<file path="src/shared/tester_ext_io_regs.vh">
// Constants for the external control port of an insulation tester.
// Assumes a 100 MHz REF_CLK and a plain strobe register port.
//
// What this block does
// - A start edge begins a test and switches the test voltage on.
// - A stop edge ends the running test and shuts the voltage off.
// - With interlock enabled, open input means on, shorted means off.
// - While interlock is on, every start request is ignored.
// - Interlock turning on during a test stops that test at once.
// - The four preset_select levels choose a saved condition panel.
// - Any preset_select line high holds key lock, rejecting panel keys other than stop.
// - judge_ok follows a pass judgment of the measured value.
// - over_limit follows a value above the upper limit.
// - under_limit follows a value below the lower limit that is not also above the upper limit.
// - measuring_active during tests; during discharge per off-timing setting.
// - fault_flag on contact, short or output voltage error.
// - fault_flag driven only when contact or short check is enabled.
// - radix_position shows the decimal point while decimal output is used.
// - Extended variant outputs four BCD digits on a 16-bit bus.
// - While conditions change, start requests, the stop pin and panel keys other than stop are ignored; outputs other than radix_position held invalid.
// - After a test voltage change, start detection may take 500 ms more.
`ifndef TESTER_EXT_IO_REGS_VH
`define TESTER_EXT_IO_REGS_VH

// ----------------------------------------
// Register offsets
// ----------------------------------------
`define REG_CTRL 8'h00
`define REG_STATUS 8'h04
`define REG_LIMITS 8'h08
`define REG_VALUE 8'h0C
`define REG_CMD 8'h10

// ----------------------------------------
// Control fields
// ----------------------------------------
`define CTRL_ILK_EN 0
`define CTRL_CONTACT_EN 1
`define CTRL_SHORT_EN 2
`define CTRL_TEST_HOLD 3
`define CTRL_BCD_EN 4
`define CTRL_W 5
`define CTRL_RESET 5'h00
`define LIMITS_RESET 32'h9999_0000
`define CMD_START 0
`define CMD_STOP 1

// ----------------------------------------
// Timing
// ----------------------------------------
`define CLK_HZ 100000000
`define TICK_US 1000
`define DETECT_MS 5
`define HOLDOFF_MS 500
`define DISCH_MS 20

`endif

</file>
<file path="src/design/tester_ext_io_control.v">
// External control port logic of an insulation tester.
// Assumes pins are synchronous to REF_CLK and the measurement core
// reports values, errors and test completion as one-cycle pulses.
`timescale 1ns/1ps
`include "tester_ext_io_regs.vh"

module tester_ext_io_control #(
    parameter EXTENDED = 1,
    parameter TICK_CYC = (`CLK_HZ / 1000000) * `TICK_US,
    parameter HOLDOFF_TICKS = `HOLDOFF_MS,
    parameter DISCH_TICKS = `DISCH_MS
) (
    // Clock and reset
    input wire REF_CLK,
    input wire RST_N,
    // Register port
    input wire [7:0] REG_ADDR,
    input wire [31:0] REG_WDATA,
    input wire REG_WE,
    input wire REG_RE,
    output reg [31:0] REG_RDATA,
    // Controller inputs
    input wire START_IN,
    input wire STOP_IN,
    input wire INTERLOCK_SHORTED,
    input wire [3:0] PRESET_SELECT,
    // Front panel
    input wire KEY_START,
    input wire KEY_STOP,
    input wire KEY_REQ,
    output wire KEY_ACCEPT,
    output wire KEY_LOCK,
    // Measurement core
    input wire COND_CHANGING,
    input wire VOLTAGE_CHANGED,
    input wire TEST_DONE,
    input wire MEAS_VALID,
    input wire [15:0] MEAS_VALUE,
    input wire [2:0] MEAS_RADIX,
    input wire CONTACT_ERR,
    input wire SHORT_ERR,
    input wire VOLT_ERR,
    output reg HV_ON,
    output reg [3:0] PANEL_NUM,
    output reg PANEL_LOAD,
    // Controller outputs
    output reg MEASURING_ACTIVE,
    output reg JUDGE_OK,
    output reg OVER_LIMIT,
    output reg UNDER_LIMIT,
    output reg FAULT_FLAG,
    output reg [2:0] RADIX_POSITION,
    output reg [15:0] DECIMAL_VALUE_BUS
);

// ----------------------------------------
// Constants
// ----------------------------------------
localparam [1:0] ST_IDLE = 2'd0;
localparam [1:0] ST_WAIT = 2'd1;
localparam [1:0] ST_TEST = 2'd2;
localparam [1:0] ST_DISCH = 2'd3;
// Two stable ticks confirm a level, so detection stays under 5 ms
localparam [2:0] DETECT_TICKS = 3'd2;

// ----------------------------------------
// Reset release
// ----------------------------------------
reg [1:0] rst_sync_q;
wire rst_n;

always @(posedge REF_CLK or negedge RST_N)
begin
    if (!RST_N)
        rst_sync_q <= 2'b00;
    else
        rst_sync_q <= {rst_sync_q[0], 1'b1};
end
assign rst_n = rst_sync_q[1];

// ----------------------------------------
// Millisecond tick
// ----------------------------------------
reg [31:0] tick_cnt_q;
wire tick;

assign tick = (tick_cnt_q == TICK_CYC - 1);

always @(posedge REF_CLK or negedge rst_n)
begin
    if (!rst_n)
        tick_cnt_q <= 32'h0000_0000;
    else if (tick)
        tick_cnt_q <= 32'h0000_0000;
    else
        tick_cnt_q <= tick_cnt_q + 32'h0000_0001;
end

// ----------------------------------------
// Registers
// ----------------------------------------
reg [`CTRL_W-1:0] ctrl_q;
reg [31:0] limits_q;
reg [15:0] value_q;
reg sw_start_q;
reg sw_stop_q;
reg [1:0] state_q;
reg fault_q;
wire ilk_on;
wire busy;

assign busy = COND_CHANGING;
// Open input means interlock on, only when the feature is enabled
assign ilk_on = ctrl_q[`CTRL_ILK_EN] & ~INTERLOCK_SHORTED;

always @(posedge REF_CLK or negedge rst_n)
begin
    if (!rst_n)
    begin
        ctrl_q <= `CTRL_RESET;
        limits_q <= `LIMITS_RESET;
        sw_start_q <= 1'b0;
        sw_stop_q <= 1'b0;
    end
    else
    begin
        sw_start_q <= REG_WE && (REG_ADDR == `REG_CMD) && REG_WDATA[`CMD_START];
        sw_stop_q <= REG_WE && (REG_ADDR == `REG_CMD) && REG_WDATA[`CMD_STOP];
        if (REG_WE && REG_ADDR == `REG_CTRL)
            ctrl_q <= REG_WDATA[`CTRL_W-1:0];
        if (REG_WE && REG_ADDR == `REG_LIMITS)
            limits_q <= REG_WDATA;
    end
end

always @(posedge REF_CLK or negedge rst_n)
begin
    if (!rst_n)
        REG_RDATA <= 32'h0000_0000;
    else if (REG_RE)
    begin
        case (REG_ADDR)
            `REG_CTRL: REG_RDATA <= {{(32-`CTRL_W){1'b0}}, ctrl_q};
            `REG_STATUS: REG_RDATA <= {20'h0_0000, PANEL_NUM, KEY_LOCK, ilk_on, fault_q,
                                       UNDER_LIMIT, OVER_LIMIT, JUDGE_OK, state_q};
            `REG_LIMITS: REG_RDATA <= limits_q;
            `REG_VALUE: REG_RDATA <= {16'h0000, value_q};
            default: REG_RDATA <= 32'h0000_0000;
        endcase
    end
end

// ----------------------------------------
// Start and stop edge detection
// ----------------------------------------
// Sampling on the tick filters contact bounce; a 5 ms pulse spans
// at least four ticks so it is never missed.
reg [2:0] start_run_q;
reg [2:0] stop_run_q;
reg start_lvl_q;
reg stop_lvl_q;
reg start_edge_q;
reg stop_edge_q;

always @(posedge REF_CLK or negedge rst_n)
begin
    if (!rst_n)
    begin
        start_run_q <= 3'd0;
        stop_run_q <= 3'd0;
        start_lvl_q <= 1'b0;
        stop_lvl_q <= 1'b0;
        start_edge_q <= 1'b0;
        stop_edge_q <= 1'b0;
    end
    else
    begin
        start_edge_q <= 1'b0;
        stop_edge_q <= 1'b0;
        if (tick)
        begin
            start_run_q <= (START_IN != start_lvl_q) ? start_run_q + 3'd1 : 3'd0;
            stop_run_q <= (STOP_IN != stop_lvl_q) ? stop_run_q + 3'd1 : 3'd0;
            if (START_IN != start_lvl_q && start_run_q + 3'd1 == DETECT_TICKS)
            begin
                start_lvl_q <= START_IN;
                start_edge_q <= START_IN;
                start_run_q <= 3'd0;
            end
            if (STOP_IN != stop_lvl_q && stop_run_q + 3'd1 == DETECT_TICKS)
            begin
                stop_lvl_q <= STOP_IN;
                stop_edge_q <= STOP_IN;
                stop_run_q <= 3'd0;
            end
        end
    end
end

// ----------------------------------------
// Panel selection and key lock
// ----------------------------------------
assign KEY_LOCK = |PRESET_SELECT;
assign KEY_ACCEPT = KEY_REQ & ~KEY_LOCK & ~busy;

// Conditions are only reloaded between tests
always @(posedge REF_CLK or negedge rst_n)
begin
    if (!rst_n)
    begin
        PANEL_NUM <= 4'h0;
        PANEL_LOAD <= 1'b0;
    end
    else
    begin
        PANEL_LOAD <= 1'b0;
        if (KEY_LOCK && !busy && state_q == ST_IDLE && PRESET_SELECT != PANEL_NUM)
        begin
            PANEL_NUM <= PRESET_SELECT;
            PANEL_LOAD <= 1'b1;
        end
    end
end

// ----------------------------------------
// Test sequencer
// ----------------------------------------
reg [31:0] hold_cnt_q;
reg [31:0] disch_cnt_q;
wire start_req;
wire stop_req;

// Front-panel start is a key too, so key lock gates it
assign start_req = !busy && (start_edge_q || sw_start_q || (KEY_START && !KEY_LOCK));
assign stop_req = (!busy && stop_edge_q) || sw_stop_q || KEY_STOP;

always @(posedge REF_CLK or negedge rst_n)
begin
    if (!rst_n)
        hold_cnt_q <= 32'h0000_0000;
    else if (VOLTAGE_CHANGED)
        hold_cnt_q <= HOLDOFF_TICKS;
    else if (tick && hold_cnt_q != 32'h0000_0000)
        hold_cnt_q <= hold_cnt_q - 32'h0000_0001;
end

always @(posedge REF_CLK or negedge rst_n)
begin
    if (!rst_n)
    begin
        state_q <= ST_IDLE;
        HV_ON <= 1'b0;
        disch_cnt_q <= 32'h0000_0000;
    end
    else
    begin
        case (state_q)
            ST_IDLE:
                if (start_req && !ilk_on)
                    state_q <= ST_WAIT;
            ST_WAIT:
                if (ilk_on || stop_req)
                    state_q <= ST_IDLE;
                else if (hold_cnt_q == 32'h0000_0000)
                begin
                    state_q <= ST_TEST;
                    HV_ON <= 1'b1;
                end
            ST_TEST:
                if (ilk_on || stop_req || TEST_DONE)
                begin
                    state_q <= ST_DISCH;
                    HV_ON <= 1'b0;
                    disch_cnt_q <= DISCH_TICKS;
                end
            ST_DISCH:
                if (disch_cnt_q == 32'h0000_0000)
                    state_q <= ST_IDLE;
                else if (tick)
                    disch_cnt_q <= disch_cnt_q - 32'h0000_0001;
            default:
                state_q <= ST_IDLE;
        endcase
    end
end

// ----------------------------------------
// Judgment and outputs
// ----------------------------------------
// Valid BCD orders like binary, so limits compare directly
wire above;
wire below;
wire testing;
wire new_test;

assign above = MEAS_VALUE > limits_q[31:16];
assign below = MEAS_VALUE < limits_q[15:0];
assign testing = (state_q == ST_TEST);
assign new_test = (state_q == ST_WAIT) && (hold_cnt_q == 32'h0000_0000) && !ilk_on && !stop_req;

always @(posedge REF_CLK or negedge rst_n)
begin
    if (!rst_n)
    begin
        JUDGE_OK <= 1'b0;
        OVER_LIMIT <= 1'b0;
        UNDER_LIMIT <= 1'b0;
        fault_q <= 1'b0;
        value_q <= 16'h0000;
        RADIX_POSITION <= 3'b000;
    end
    // Judgments made under old conditions mean nothing once they change
    else if (new_test || busy)
    begin
        JUDGE_OK <= 1'b0;
        OVER_LIMIT <= 1'b0;
        UNDER_LIMIT <= 1'b0;
        fault_q <= 1'b0;
    end
    else if (testing)
    begin
        if (MEAS_VALID)
        begin
            JUDGE_OK <= !above && !below;
            OVER_LIMIT <= above;
            UNDER_LIMIT <= below && !above;
            value_q <= MEAS_VALUE;
            RADIX_POSITION <= ctrl_q[`CTRL_BCD_EN] ? MEAS_RADIX : 3'b000;
        end
        if (CONTACT_ERR || SHORT_ERR || VOLT_ERR)
            fault_q <= 1'b1;
    end
end

// Outputs read as inactive while conditions are being changed
always @(posedge REF_CLK or negedge rst_n)
begin
    if (!rst_n)
    begin
        MEASURING_ACTIVE <= 1'b0;
        FAULT_FLAG <= 1'b0;
        DECIMAL_VALUE_BUS <= 16'h0000;
    end
    else
    begin
        MEASURING_ACTIVE <= !busy && (testing ||
            (state_q == ST_DISCH && ctrl_q[`CTRL_TEST_HOLD]));
        FAULT_FLAG <= !busy && fault_q &&
            (ctrl_q[`CTRL_CONTACT_EN] || ctrl_q[`CTRL_SHORT_EN]);
        if (EXTENDED != 0 && ctrl_q[`CTRL_BCD_EN] && !busy)
            DECIMAL_VALUE_BUS <= value_q;
        else
            DECIMAL_VALUE_BUS <= 16'h0000;
    end
end

endmodule // tester_ext_io_control

</file>
<file path="config.mk">
export PLATFORM = sky130hd
export DESIGN_NAME = tester_ext_io_control
export DESIGN_NICKNAME = d
export VERILOG_FILES = /design/src/design/tester_ext_io_control.v
export VERILOG_INCLUDE_DIRS = /design/src /design/src/shared
export SDC_FILE = /design/constraint.sdc
export NUM_CORES = 1
export LEC_CHECK = 0
export ABC_AREA = 0
export ABC_CLOCK_PERIOD_IN_PS = 21500
export BUFFER_PORTS_ARGS = -buffer_cell sky130_fd_sc_hd__buf_2
export CAP_MARGIN = 20
export CORE_MARGIN = 5
export CORE_UTILIZATION = 60
export DETAILED_ROUTE_END_ITERATION = 12
export GPL_TIMING_DRIVEN = 0
export PLACE_DENSITY = 0.78
export SYNTH_ARGS = -nofsm -noshare
export SYNTH_HDL_FRONTEND = slang
export SYNTH_SLANG_ARGS = --single-unit
</file>
<file path="constraint.sdc">
create_clock -name REF_CLK -period 21.5 [get_ports REF_CLK]
set_clock_uncertainty 0.15 [all_clocks]
set_input_delay 4.3 -clock REF_CLK [delete_from_list [all_inputs] [get_ports REF_CLK]]
set_output_delay 4.3 -clock REF_CLK [all_outputs]
set_load 0.02 [all_outputs]
</file>
==> results.tsv, run 1 <==
metric	value	unit
crit_path_max_incr_delay	840	ps
slew_viol_final	0	
cts_made_buffers	25	
crit_family	simple AND/OR/NAND/NOR gates	
yosys_most_used_dff	dfrtp_1	
ys_ff_latch	228	
postCtsHoldBufs	0	
layout_commonest_cell	dfrtp_1	
outcome	complete, no violations	
crit_chain	buf_2, nor4_1, inv_1, nor3b_1, buf_2	
ant_nets	0	
rsz0062_at_grt	no	
final_cell_mix	dfrtp_1 (219), buf_2 (143), nand2_1 (84)	
max_freq	0.0973	GHz
routed_wl	29100	µm
rows	50	
cp_slowest_cell	nor4_1	
stdcell_area	13400	µm²
drt_iter0_drc	693	
layout-drive-gt1-share	0.200	
syn-num-nets	1230	
finalHoldWorstSlack	215	ps
grt_max_degree	74	
grt_remaining_overflow	0	
cpMostUsedCell	buf_2	
place.gp.congestion	0.927	
die_area	21900	µm²
nNetsFinal	1401	
drc	0	
worstMarginPinSlew	1090	ps
synth_cell_types	72	
postCtsSetupRepairBufs	0	
hold_class	flop to flop	
async_flop_share	1.00	
vdd_drop_max	0.0000746	V
grt_util_all_layers	0.267	
syn_area	11400	µm²
post-route-period-util	0.478	
die_width	148	µm
critPathBufInv	3	
dp_cells	1488	
cts_tree	done	
path_max_fanout	4	
wire_per_inst	18.9	µm
ys_warn_count	0	
p_leak	6.30	nW
first_global_vias	9395	
dp_hpwl	20800	µm
path_clk_slew	50	ps
grt_pass1_wl	47500	µm
ys_seq_area_frac	0.500	
synthesis.area_per_instance	10.3	µm²
placed_area	12500	µm²
multiInputGateArea	5280	µm²
initial_utilization	0.610	
min_period	10280	ps
cap_violations	0	
slew_headroom	0.261	
root_buffer	clkbuf_16	
vias	9291	
clkLatencyLatePin	530	ps
drtPass1Iterations	10	
powerDensity	84.0	nW/µm²
cp-end-kind	primary output	
die_h	148	µm
hold_violations	0	
cts_max_path_buffers	3	
synth_edf_count	0	
fillers	1390	
syn2layout_area_growth	16.8	%
setup_viol	0	
required	17050	ps
core-area	18800	µm²
routed_via_density	6.05	
antenna_found_initial	4	
final.setup.tns	0	ps
io_pins	144	
stdcell_count	1536	
clkSinkCount	228	
crit_type	primary input to primary output	
cts.htree.levels	1	
port_buffers	141	
cts_resized	0	
netlist_instances	1110	
critPathLaunchType	primary input	
register_area	5720	µm²
worstPathArrival	5830	ps
[state kept, by name, summed over array words and instances (netlist names), 2 cells and up, named ones only]
signal / cells
stop_run_q: 3
PANEL_NUM: 4
rst_sync_q: 2
limits_q: 32
hold_cnt_q: 32
RADIX_POSITION: 3
REG_RDATA: 32
ctrl_q: 5
value_q: 16
tick_cnt_q: 32
disch_cnt_q: 32
start_run_q: 3
DECIMAL_VALUE_BUS: 16
[area by class of cell]
class | instances | share of cell area
antenna | 3 | 0.000562
buffer | 40 | 0.0120
clock buffer | 39 | 0.0537
clock inverter | 6 | 0.00899
inverter | 76 | 0.0213
multi-input combinational | 766 | 0.395
sequential | 228 | 0.428
tap | 234 | 0.0219
timing repair buffer | 144 | 0.0584
[final timing paths]
check                                  from              end  slack (ps)  cells past startpoint
setup reg to reg              tick_cnt_q[0]  disch_cnt_q[27]       18160                      7
min in group asynchronous     rst_sync_q[1]    REG_RDATA[27]         260                      0
hold reg to reg               rst_sync_q[0]    rst_sync_q[1]         210                      0
hold / removal                rst_sync_q[0]    rst_sync_q[1]         210                      0
max in group asynchronous             RST_N    rst_sync_q[1]       17690                      1
setup / recovery           PRESET_SELECT[0]       KEY_ACCEPT       11220                      5
[worst reg2reg max path: stages, from the launching register on]
cell and delay (ps):
dfrtp_1 400, ha_1 240, and4_1 290, nand4_1 280, nor2_1 720, nand4_1 550, a211oi_1 420, mux2i_1 210
[kinds of logic (layout without fill, tap and decap cells)]
logic type,Yosys count,in the layout,share of synthesized area
multiplexers,82,82,0.0788
adder cells (fa/ha/maj),40,40,0.0437
XOR/XNOR,57,57,0.0436
buffers and inverters,116,305,0.0389
AO/OA/AOI/OAI,158,158,0.0917
flip-flops,228,228,0.500
other,1,4,0.000328
AND/OR/NAND/NOR,428,428,0.203
[cells in the mapped netlist (all sizes together) (6+ instances only)]
cell type / number / area share
dfrtp: 220 / 0.48
nand2: 84 / 0.028
nor2: 77 / 0.025
inv: 75 / 0.025
mux2: 65 / 0.064
nand3: 54 / 0.025
o21ai: 44 / 0.019
ha: 40 / 0.044
xor2: 35 / 0.027
a21oi: 33 / 0.015
clkbuf: 30 / 0.0098
nor4: 30 / 0.018
nand4: 28 / 0.015
or4: 24 / 0.017
nor3: 23 / 0.011
xnor2: 22 / 0.017
and2: 20 / 0.011
or2: 18 / 0.0098
mux2i: 17 / 0.015
or3: 17 / 0.0093
nand2b: 13 / 0.0071
and3: 11 / 0.0060
buf: 10 / 0.0042
o31ai: 9 / 0.0059
a22o: 8 / 0.0061
dfstp: 8 / 0.018
a21o: 7 / 0.0046
nor2b: 7 / 0.0038
a211oi: 6 / 0.0039
nor4b: 6 / 0.0051
o211ai: 6 / 0.0039
o22ai: 6 / 0.0033
[through the flow]
stage,power [mW],util,setup WS [ps]
2_1_floorplan,0.623,-,11550
3_3_place_gp,0.677,0.663,11230
3_5_place_dp,0.687,0.667,11220
4_1_cts,1.12,0.712,11220
5_1_grt,1.17,0.712,11090
6_report,1.12,0.712,11220
[where the power goes]
| part | leakage [nW] | total (mW) | switching, mW | internal, mW |
|---|---|---|---|---|
| Sequential | 3.03 | 0.497 | 0.0330 | 0.464 |
| Clock | 0.409 | 0.438 | 0.172 | 0.266 |
| Combinational | 2.86 | 0.188 | 0.113 | 0.0751 |
[metal layers]
| metal | GRT usage | vias up | part of all wire |
|---|---|---|---|
| met5 | 0 | - | 0.00045 |
| met4 | 0.0910 | 2 | 0.028 |
| met3 | 0.0533 | 62 | 0.076 |
| met2 | 0.425 | 337 | 0.47 |
| met1 | 0.370 | 4557 | 0.43 |
| li1 | - | 4333 | - |
Note: power is estimated with default switching activity, not from simulation.
==> run 2, diff against run 1 <==
--- a/config.mk
+++ b/config.mk
@@ -7,14 +7,14 @@
 export NUM_CORES = 1
 export LEC_CHECK = 0
 export ABC_AREA = 0
-export ABC_CLOCK_PERIOD_IN_PS = 21500
+export ABC_CLOCK_PERIOD_IN_PS = 9600
 export BUFFER_PORTS_ARGS = -buffer_cell sky130_fd_sc_hd__buf_2
 export CAP_MARGIN = 20
 export CORE_MARGIN = 5
-export CORE_UTILIZATION = 60
+export CORE_UTILIZATION = 58
 export DETAILED_ROUTE_END_ITERATION = 12
 export GPL_TIMING_DRIVEN = 0
-export PLACE_DENSITY = 0.78
+export PLACE_DENSITY = 0.76
 export SYNTH_ARGS = -nofsm -noshare
 export SYNTH_HDL_FRONTEND = slang
 export SYNTH_SLANG_ARGS = --single-unit
==> constraint.sdc (replaced) <==
create_clock -name REF_CLK -period 9.6 [get_ports REF_CLK]
set_clock_uncertainty 0.15 [all_clocks]
set_input_delay 1.92 -clock REF_CLK [delete_from_list [all_inputs] [get_ports REF_CLK]]
set_output_delay 1.92 -clock REF_CLK [all_outputs]
set_load 0.02 [all_outputs]
==> run 2 against run 1 <==
  * Sequential power up 120%
  * Global-route usage down 0.78 points
  * Final area about the same
  * Via count down 0.94%
  * Critical path depth unchanged
  * First-iteration DRC count up 4.6%
  * Hold slack worse by 68 ps
  * Flip-flop and latch count unchanged
  * Wire length down 0.42%
  * Highest routed layer is now met4
==> results.tsv, run 2 (synthesis gave the netlist of run 1 again) <==
metric	value	unit
outcome	complete, no violations	
layout_setup_ws	4080	ps
slew_headroom	0.223	
grt_pass1_wl	46700	µm
placed_area	12600	µm²
layout-drive-gt1-share	0.202	
grt_max_degree	71	
stdcell_area	13400	µm²
cp-end-kind	primary output	
min_period	5520	ps
cts_tree	done	
setup_viol	0	
slew_viol_final	0	
cap_violations	0	
dp_hpwl	21100	µm
crit_family	simple AND/OR/NAND/NOR gates	
cts_resized	0	
pre_cts_ws	4180	ps
worstMarginPinSlew	1160	ps
io_pins	144	
antenna_found_initial	4	
root_buffer	clkbuf_16	
die_h	150	µm
cts_made_buffers	25	
crit_path_max_incr_delay	870	ps
worstPathArrival	3450	ps
initial_utilization	0.588	
cp_slowest_cell	nor4_1	
max_freq	0.181	GHz
cts_max_path_buffers	3	
final_util	0.687	
syn2layout_area_growth	16.9	%
routed_wl	28900	µm
nNetsFinal	1402	
place.gp.congestion	0.888	
path_max_fanout	4	
drtPass1Iterations	5	
cts.htree.levels	1	
power	2.46	mW
crit_type	primary input to primary output	
critPathLaunchType	primary input	
clkSinkCount	228	
die_width	150	µm
postCtsHoldBufs	0	
first_global_vias	9198	
routed_via_density	5.87	
die_area	22600	µm²
cpMostUsedCell	buf_2	
grt_remaining_overflow	0	
post-route-period-util	0.575	
postCtsSetupRepairBufs	0	
ant_nets	0	
crit_chain	buf_2, nor4_1, inv_1, nor3b_1, buf_2	
vdd_drop_max	0.000152	V
dp_cells	1519	
finalHoldWorstSlack	147	ps
hold_violations	0	
hold_class	flop to asynchronous set/reset pin	
clkLatencyLatePin	520	ps
powerDensity	184	nW/µm²
layout_commonest_cell	dfrtp_1	
final_cell_mix	dfrtp_1 (219), buf_2 (143), nand2_1 (84)	
drc	0	
critPathBufInv	3	
vias	9204	
drt_iter0_drc	725	
grt_util_all_layers	0.259	
required	7530	ps
final.setup.tns	0	ps
core-area	19500	µm²
rows	51	
p_leak	6.29	nW
stdcell_count	1569	
wire_per_inst	18.4	µm
rsz0062_at_grt	no	
path_clk_slew	60	ps
port_buffers	141	
==> run 2: path summary, 6_finish.rpt <==
kind	start	to	slack, ps	cells after the start
hold / removal	rst_sync_q[1]	REG_RDATA[16]	150	0
hold reg to reg	rst_sync_q[1]	REG_RDATA[16]	150	0
min in group REF_CLK	rst_sync_q[0]	rst_sync_q[1]	200	0
setup reg to reg	disch_cnt_q[5]	disch_cnt_q[20]	6260	8
max in group asynchronous	RST_N	rst_sync_q[1]	8170	1
setup / recovery	PRESET_SELECT[0]	KEY_ACCEPT	4080	5
==> run 2: where the power goes <==
part	switching (mW)	internal, mW
clock	0.382	0.547
sequential	0.0709	1.04
combinational	0.253	0.168
total	0.707	1.75
==> run 2: layout make-up <==
| cell class | instances | area, µm² |
|---|---|---|
| antenna | 4 | 10.0 |
| buffer | 40 | 160 |
| clock buffer | 39 | 728 |
| clock inverter | 6 | 61.3 |
| fill | 1517 | 6090 |
| inverter | 76 | 285 |
| multi-input combinational | 766 | 5280 |
| sequential | 228 | 5720 |
| tap | 265 | 332 |
| timing repair buffer | 145 | 793 |
==> run 2: routing by layer <==
layer,vias up,global-route usage,routed length (µm)
li1,4320,-,-
met1,4552,0.365,13200
met2,277,0.402,13000
met3,55,0.0518,1870
met4,0,0.0915,918
met5,-,0,0
==> run 2: worst reg2reg max path: stages (launching register included) <==
cell and delay [ps]:
dfrtp_1 410, nor4_1 470, nand4_1 380, or2_1 330, clkbuf_1 210, o211ai_1 640
buf_2 380, o31ai_1 110, a21oi_1 170
==> run 3, diff against run 2 <==
--- a/config.mk
+++ b/config.mk
@@ -7,14 +7,14 @@
 export NUM_CORES = 1
 export LEC_CHECK = 0
 export ABC_AREA = 0
-export ABC_CLOCK_PERIOD_IN_PS = 9600
+export ABC_CLOCK_PERIOD_IN_PS = 4800
 export BUFFER_PORTS_ARGS = -buffer_cell sky130_fd_sc_hd__buf_2
 export CAP_MARGIN = 20
 export CORE_MARGIN = 5
-export CORE_UTILIZATION = 58
+export CORE_UTILIZATION = 53
 export DETAILED_ROUTE_END_ITERATION = 12
 export GPL_TIMING_DRIVEN = 0
-export PLACE_DENSITY = 0.76
+export PLACE_DENSITY = 0.73
 export SYNTH_ARGS = -nofsm -noshare
 export SYNTH_HDL_FRONTEND = slang
 export SYNTH_SLANG_ARGS = --single-unit
==> constraint.sdc (replaced) <==
create_clock -name REF_CLK -period 4.8 [get_ports REF_CLK]
set_clock_uncertainty 0.15 [all_clocks]
set_input_delay 0.96 -clock REF_CLK [delete_from_list [all_inputs] [get_ports REF_CLK]]
set_output_delay 0.96 -clock REF_CLK [all_outputs]
set_load 0.02 [all_outputs]
==> run 3 against run 2 <==
  * Sequential share of layout area decreased by 0.27 points
  * Largest power group unchanged
  * Hold slack got worse by 84 ps
  * Final area increased by 0.64%
  * Flip-flop and latch count unchanged
  * Register-to-register slack got worse by 4800 ps
  * Critical path depth unchanged
  * First-iteration DRC count decreased by 22%
  * Setup slack got worse by 2800 ps
==> results.tsv, run 3 (synthesis gave the netlist of run 1 again) <==
metric	value	unit
drt_iter0_drc	568	
grt_max_degree	71	
dp_hpwl	21000	µm
worstMarginPinSlew	1110	ps
final.setup.tns	0	ps
postCtsSetupRepairBufs	0	
fillers	1726	
cp-end-kind	primary output	
layout_commonest_cell	dfrtp_1	
vias	9161	
clkLatencyLatePin	520	ps
cp_slowest_cell	nor4_1	
pwr-share-seq	0.439	
root_buffer	clkbuf_16	
internal-power	3.63	mW
initial_utilization	0.541	
ant_nets	0	
rows	53	
final_cell_mix	dfrtp_1 (219), buf_2 (144), nand2_1 (84)	
routed_via_density	5.79	
io_pins	144	
port_buffers	141	
nNetsFinal	1402	
ff2ff_path_depth	8	
first_global_vias	8928	
die_area	24600	µm²
cts.htree.levels	1	
stdcell_count	1582	
powerDensity	375	nW/µm²
path_clk_slew	50	ps
cts_made_buffers	25	
cts_resized	0	
slew_headroom	0.256	
grt_util_all_layers	0.234	
min_period	3540	ps
die_width	157	µm
worstPathArrival	2430	ps
vdd_drop_max	0.000318	V
crit_type	primary input to primary output	
critPathLaunchType	primary input	
drtPass1Iterations	5	
grt_remaining_overflow	0	
postCtsHoldBufs	0	
power.switching_fraction	0.281	
p_leak	6.32	nW
wire_per_inst	18.3	µm
rsz0062_at_grt	no	
clkSinkCount	228	
p_clk_frac	0.394	
cap_violations	0	
max_freq	0.282	GHz
slew_viol_final	0	
layout-drive-gt1-share	0.204	
cts_max_path_buffers	3	
p_sw	1.42	mW
dp_cells	1529	
syn2layout_area_growth	17.6	%
crit_path_max_incr_delay	800	ps
p_comb_frac	0.167	
place.gp.congestion	0.895	
pre_cts_ws	1270	ps
layout_setup_ws	1260	ps
routed_wl	28900	µm
crit_chain	buf_2, nor4_1, inv_1, nor3b_1, buf_2	
post-route-period-util	0.738	
required	3690	ps
hold_violations	0	
finalHoldWorstSlack	62.9	ps
path_max_fanout	4	
setup_viol	0	
power	5.05	mW
hold_class	primary input to asynchronous set/reset pin	
cts_tree	done	
core-area	21200	µm²
antenna_found_initial	5	
cpMostUsedCell	buf_2	
grt_pass1_wl	46700	µm
die_h	157	µm
drc	0	
outcome	complete, no violations	
-- run 3: cell types whose count changed in the layout (fill, tap and decap cells not counted), sizes merged --
cell    delta
buf        +1
diode      +2
bufinv     +2
clkinv     +1
clkbuf     -3
-- run 3: critical path: cells and delay by family --
family                 cells  cell delay (ps)
AND/OR/NAND/NOR            2             1010
buffers and inverters      3              460
-- run 3: layer usage --
layer / part of all wire / GRT usage / wire length [µm] / vias to the layer above
met4: 0.025 / 0.0682 / 729 / 0
met1: 0.45 / 0.344 / 12900 / 4508
met3: 0.061 / 0.0338 / 1770 / 46
met5: 0 / 0 / 0 / -
met2: 0.47 / 0.366 / 13500 / 285
li1: - / - / - / 4322
-- run 3: worst paths after layout --
check | startpoint | endpoint | slack [ps]
setup / recovery | PRESET_SELECT[0] | KEY_ACCEPT | 1260
hold / removal | RST_N | rst_sync_q[1] | 60
setup reg to reg | disch_cnt_q[5] | disch_cnt_q[20] | 1470
hold reg to reg | rst_sync_q[1] | DECIMAL_VALUE_BUS[2] | 140
max in group asynchronous | rst_sync_q[1] | hold_cnt_q[4] | 3000
min in group REF_CLK | rst_sync_q[0] | rst_sync_q[1] | 210
-- run 3: area by class of cell --
| class | count | area [µm²] | area share |
|---|---|---|---|
| multi-input cells | 766 | 5280 | 0.393 |
| repair buffers | 145 | 793 | 0.0590 |
| plain buffers | 40 | 160 | 0.0119 |
| diodes | 6 | 15.0 | 0.00112 |
| inverters | 76 | 285 | 0.0212 |
| well taps | 275 | 344 | 0.0256 |
| flip-flops and latches | 228 | 5720 | 0.425 |
| clock buffers | 37 | 731 | 0.0543 |
| clock inverters | 9 | 126 | 0.00939 |
-- run 3: stage by stage --
stage | utilization | cell area [µm²]
after floorplan | - | 11400
after global placement | 0.591 | 12500
after detailed placement | 0.595 | 12600
after CTS | 0.635 | 13400
after global routing | 0.636 | 13500
final | 0.636 | 13500
-- run 3: power groups by stage --
stage | clock network, mW | registers [mW] | logic, mW
2_1_floorplan | 0 | 2.27 | 0.521
3_3_place_gp | 0 | 2.27 | 0.766
3_5_place_dp | 0 | 2.25 | 0.828
4_1_cts | 2.02 | 2.21 | 0.836
5_1_grt | 2.11 | 2.24 | 0.935
6_report | 1.99 | 2.22 | 0.846
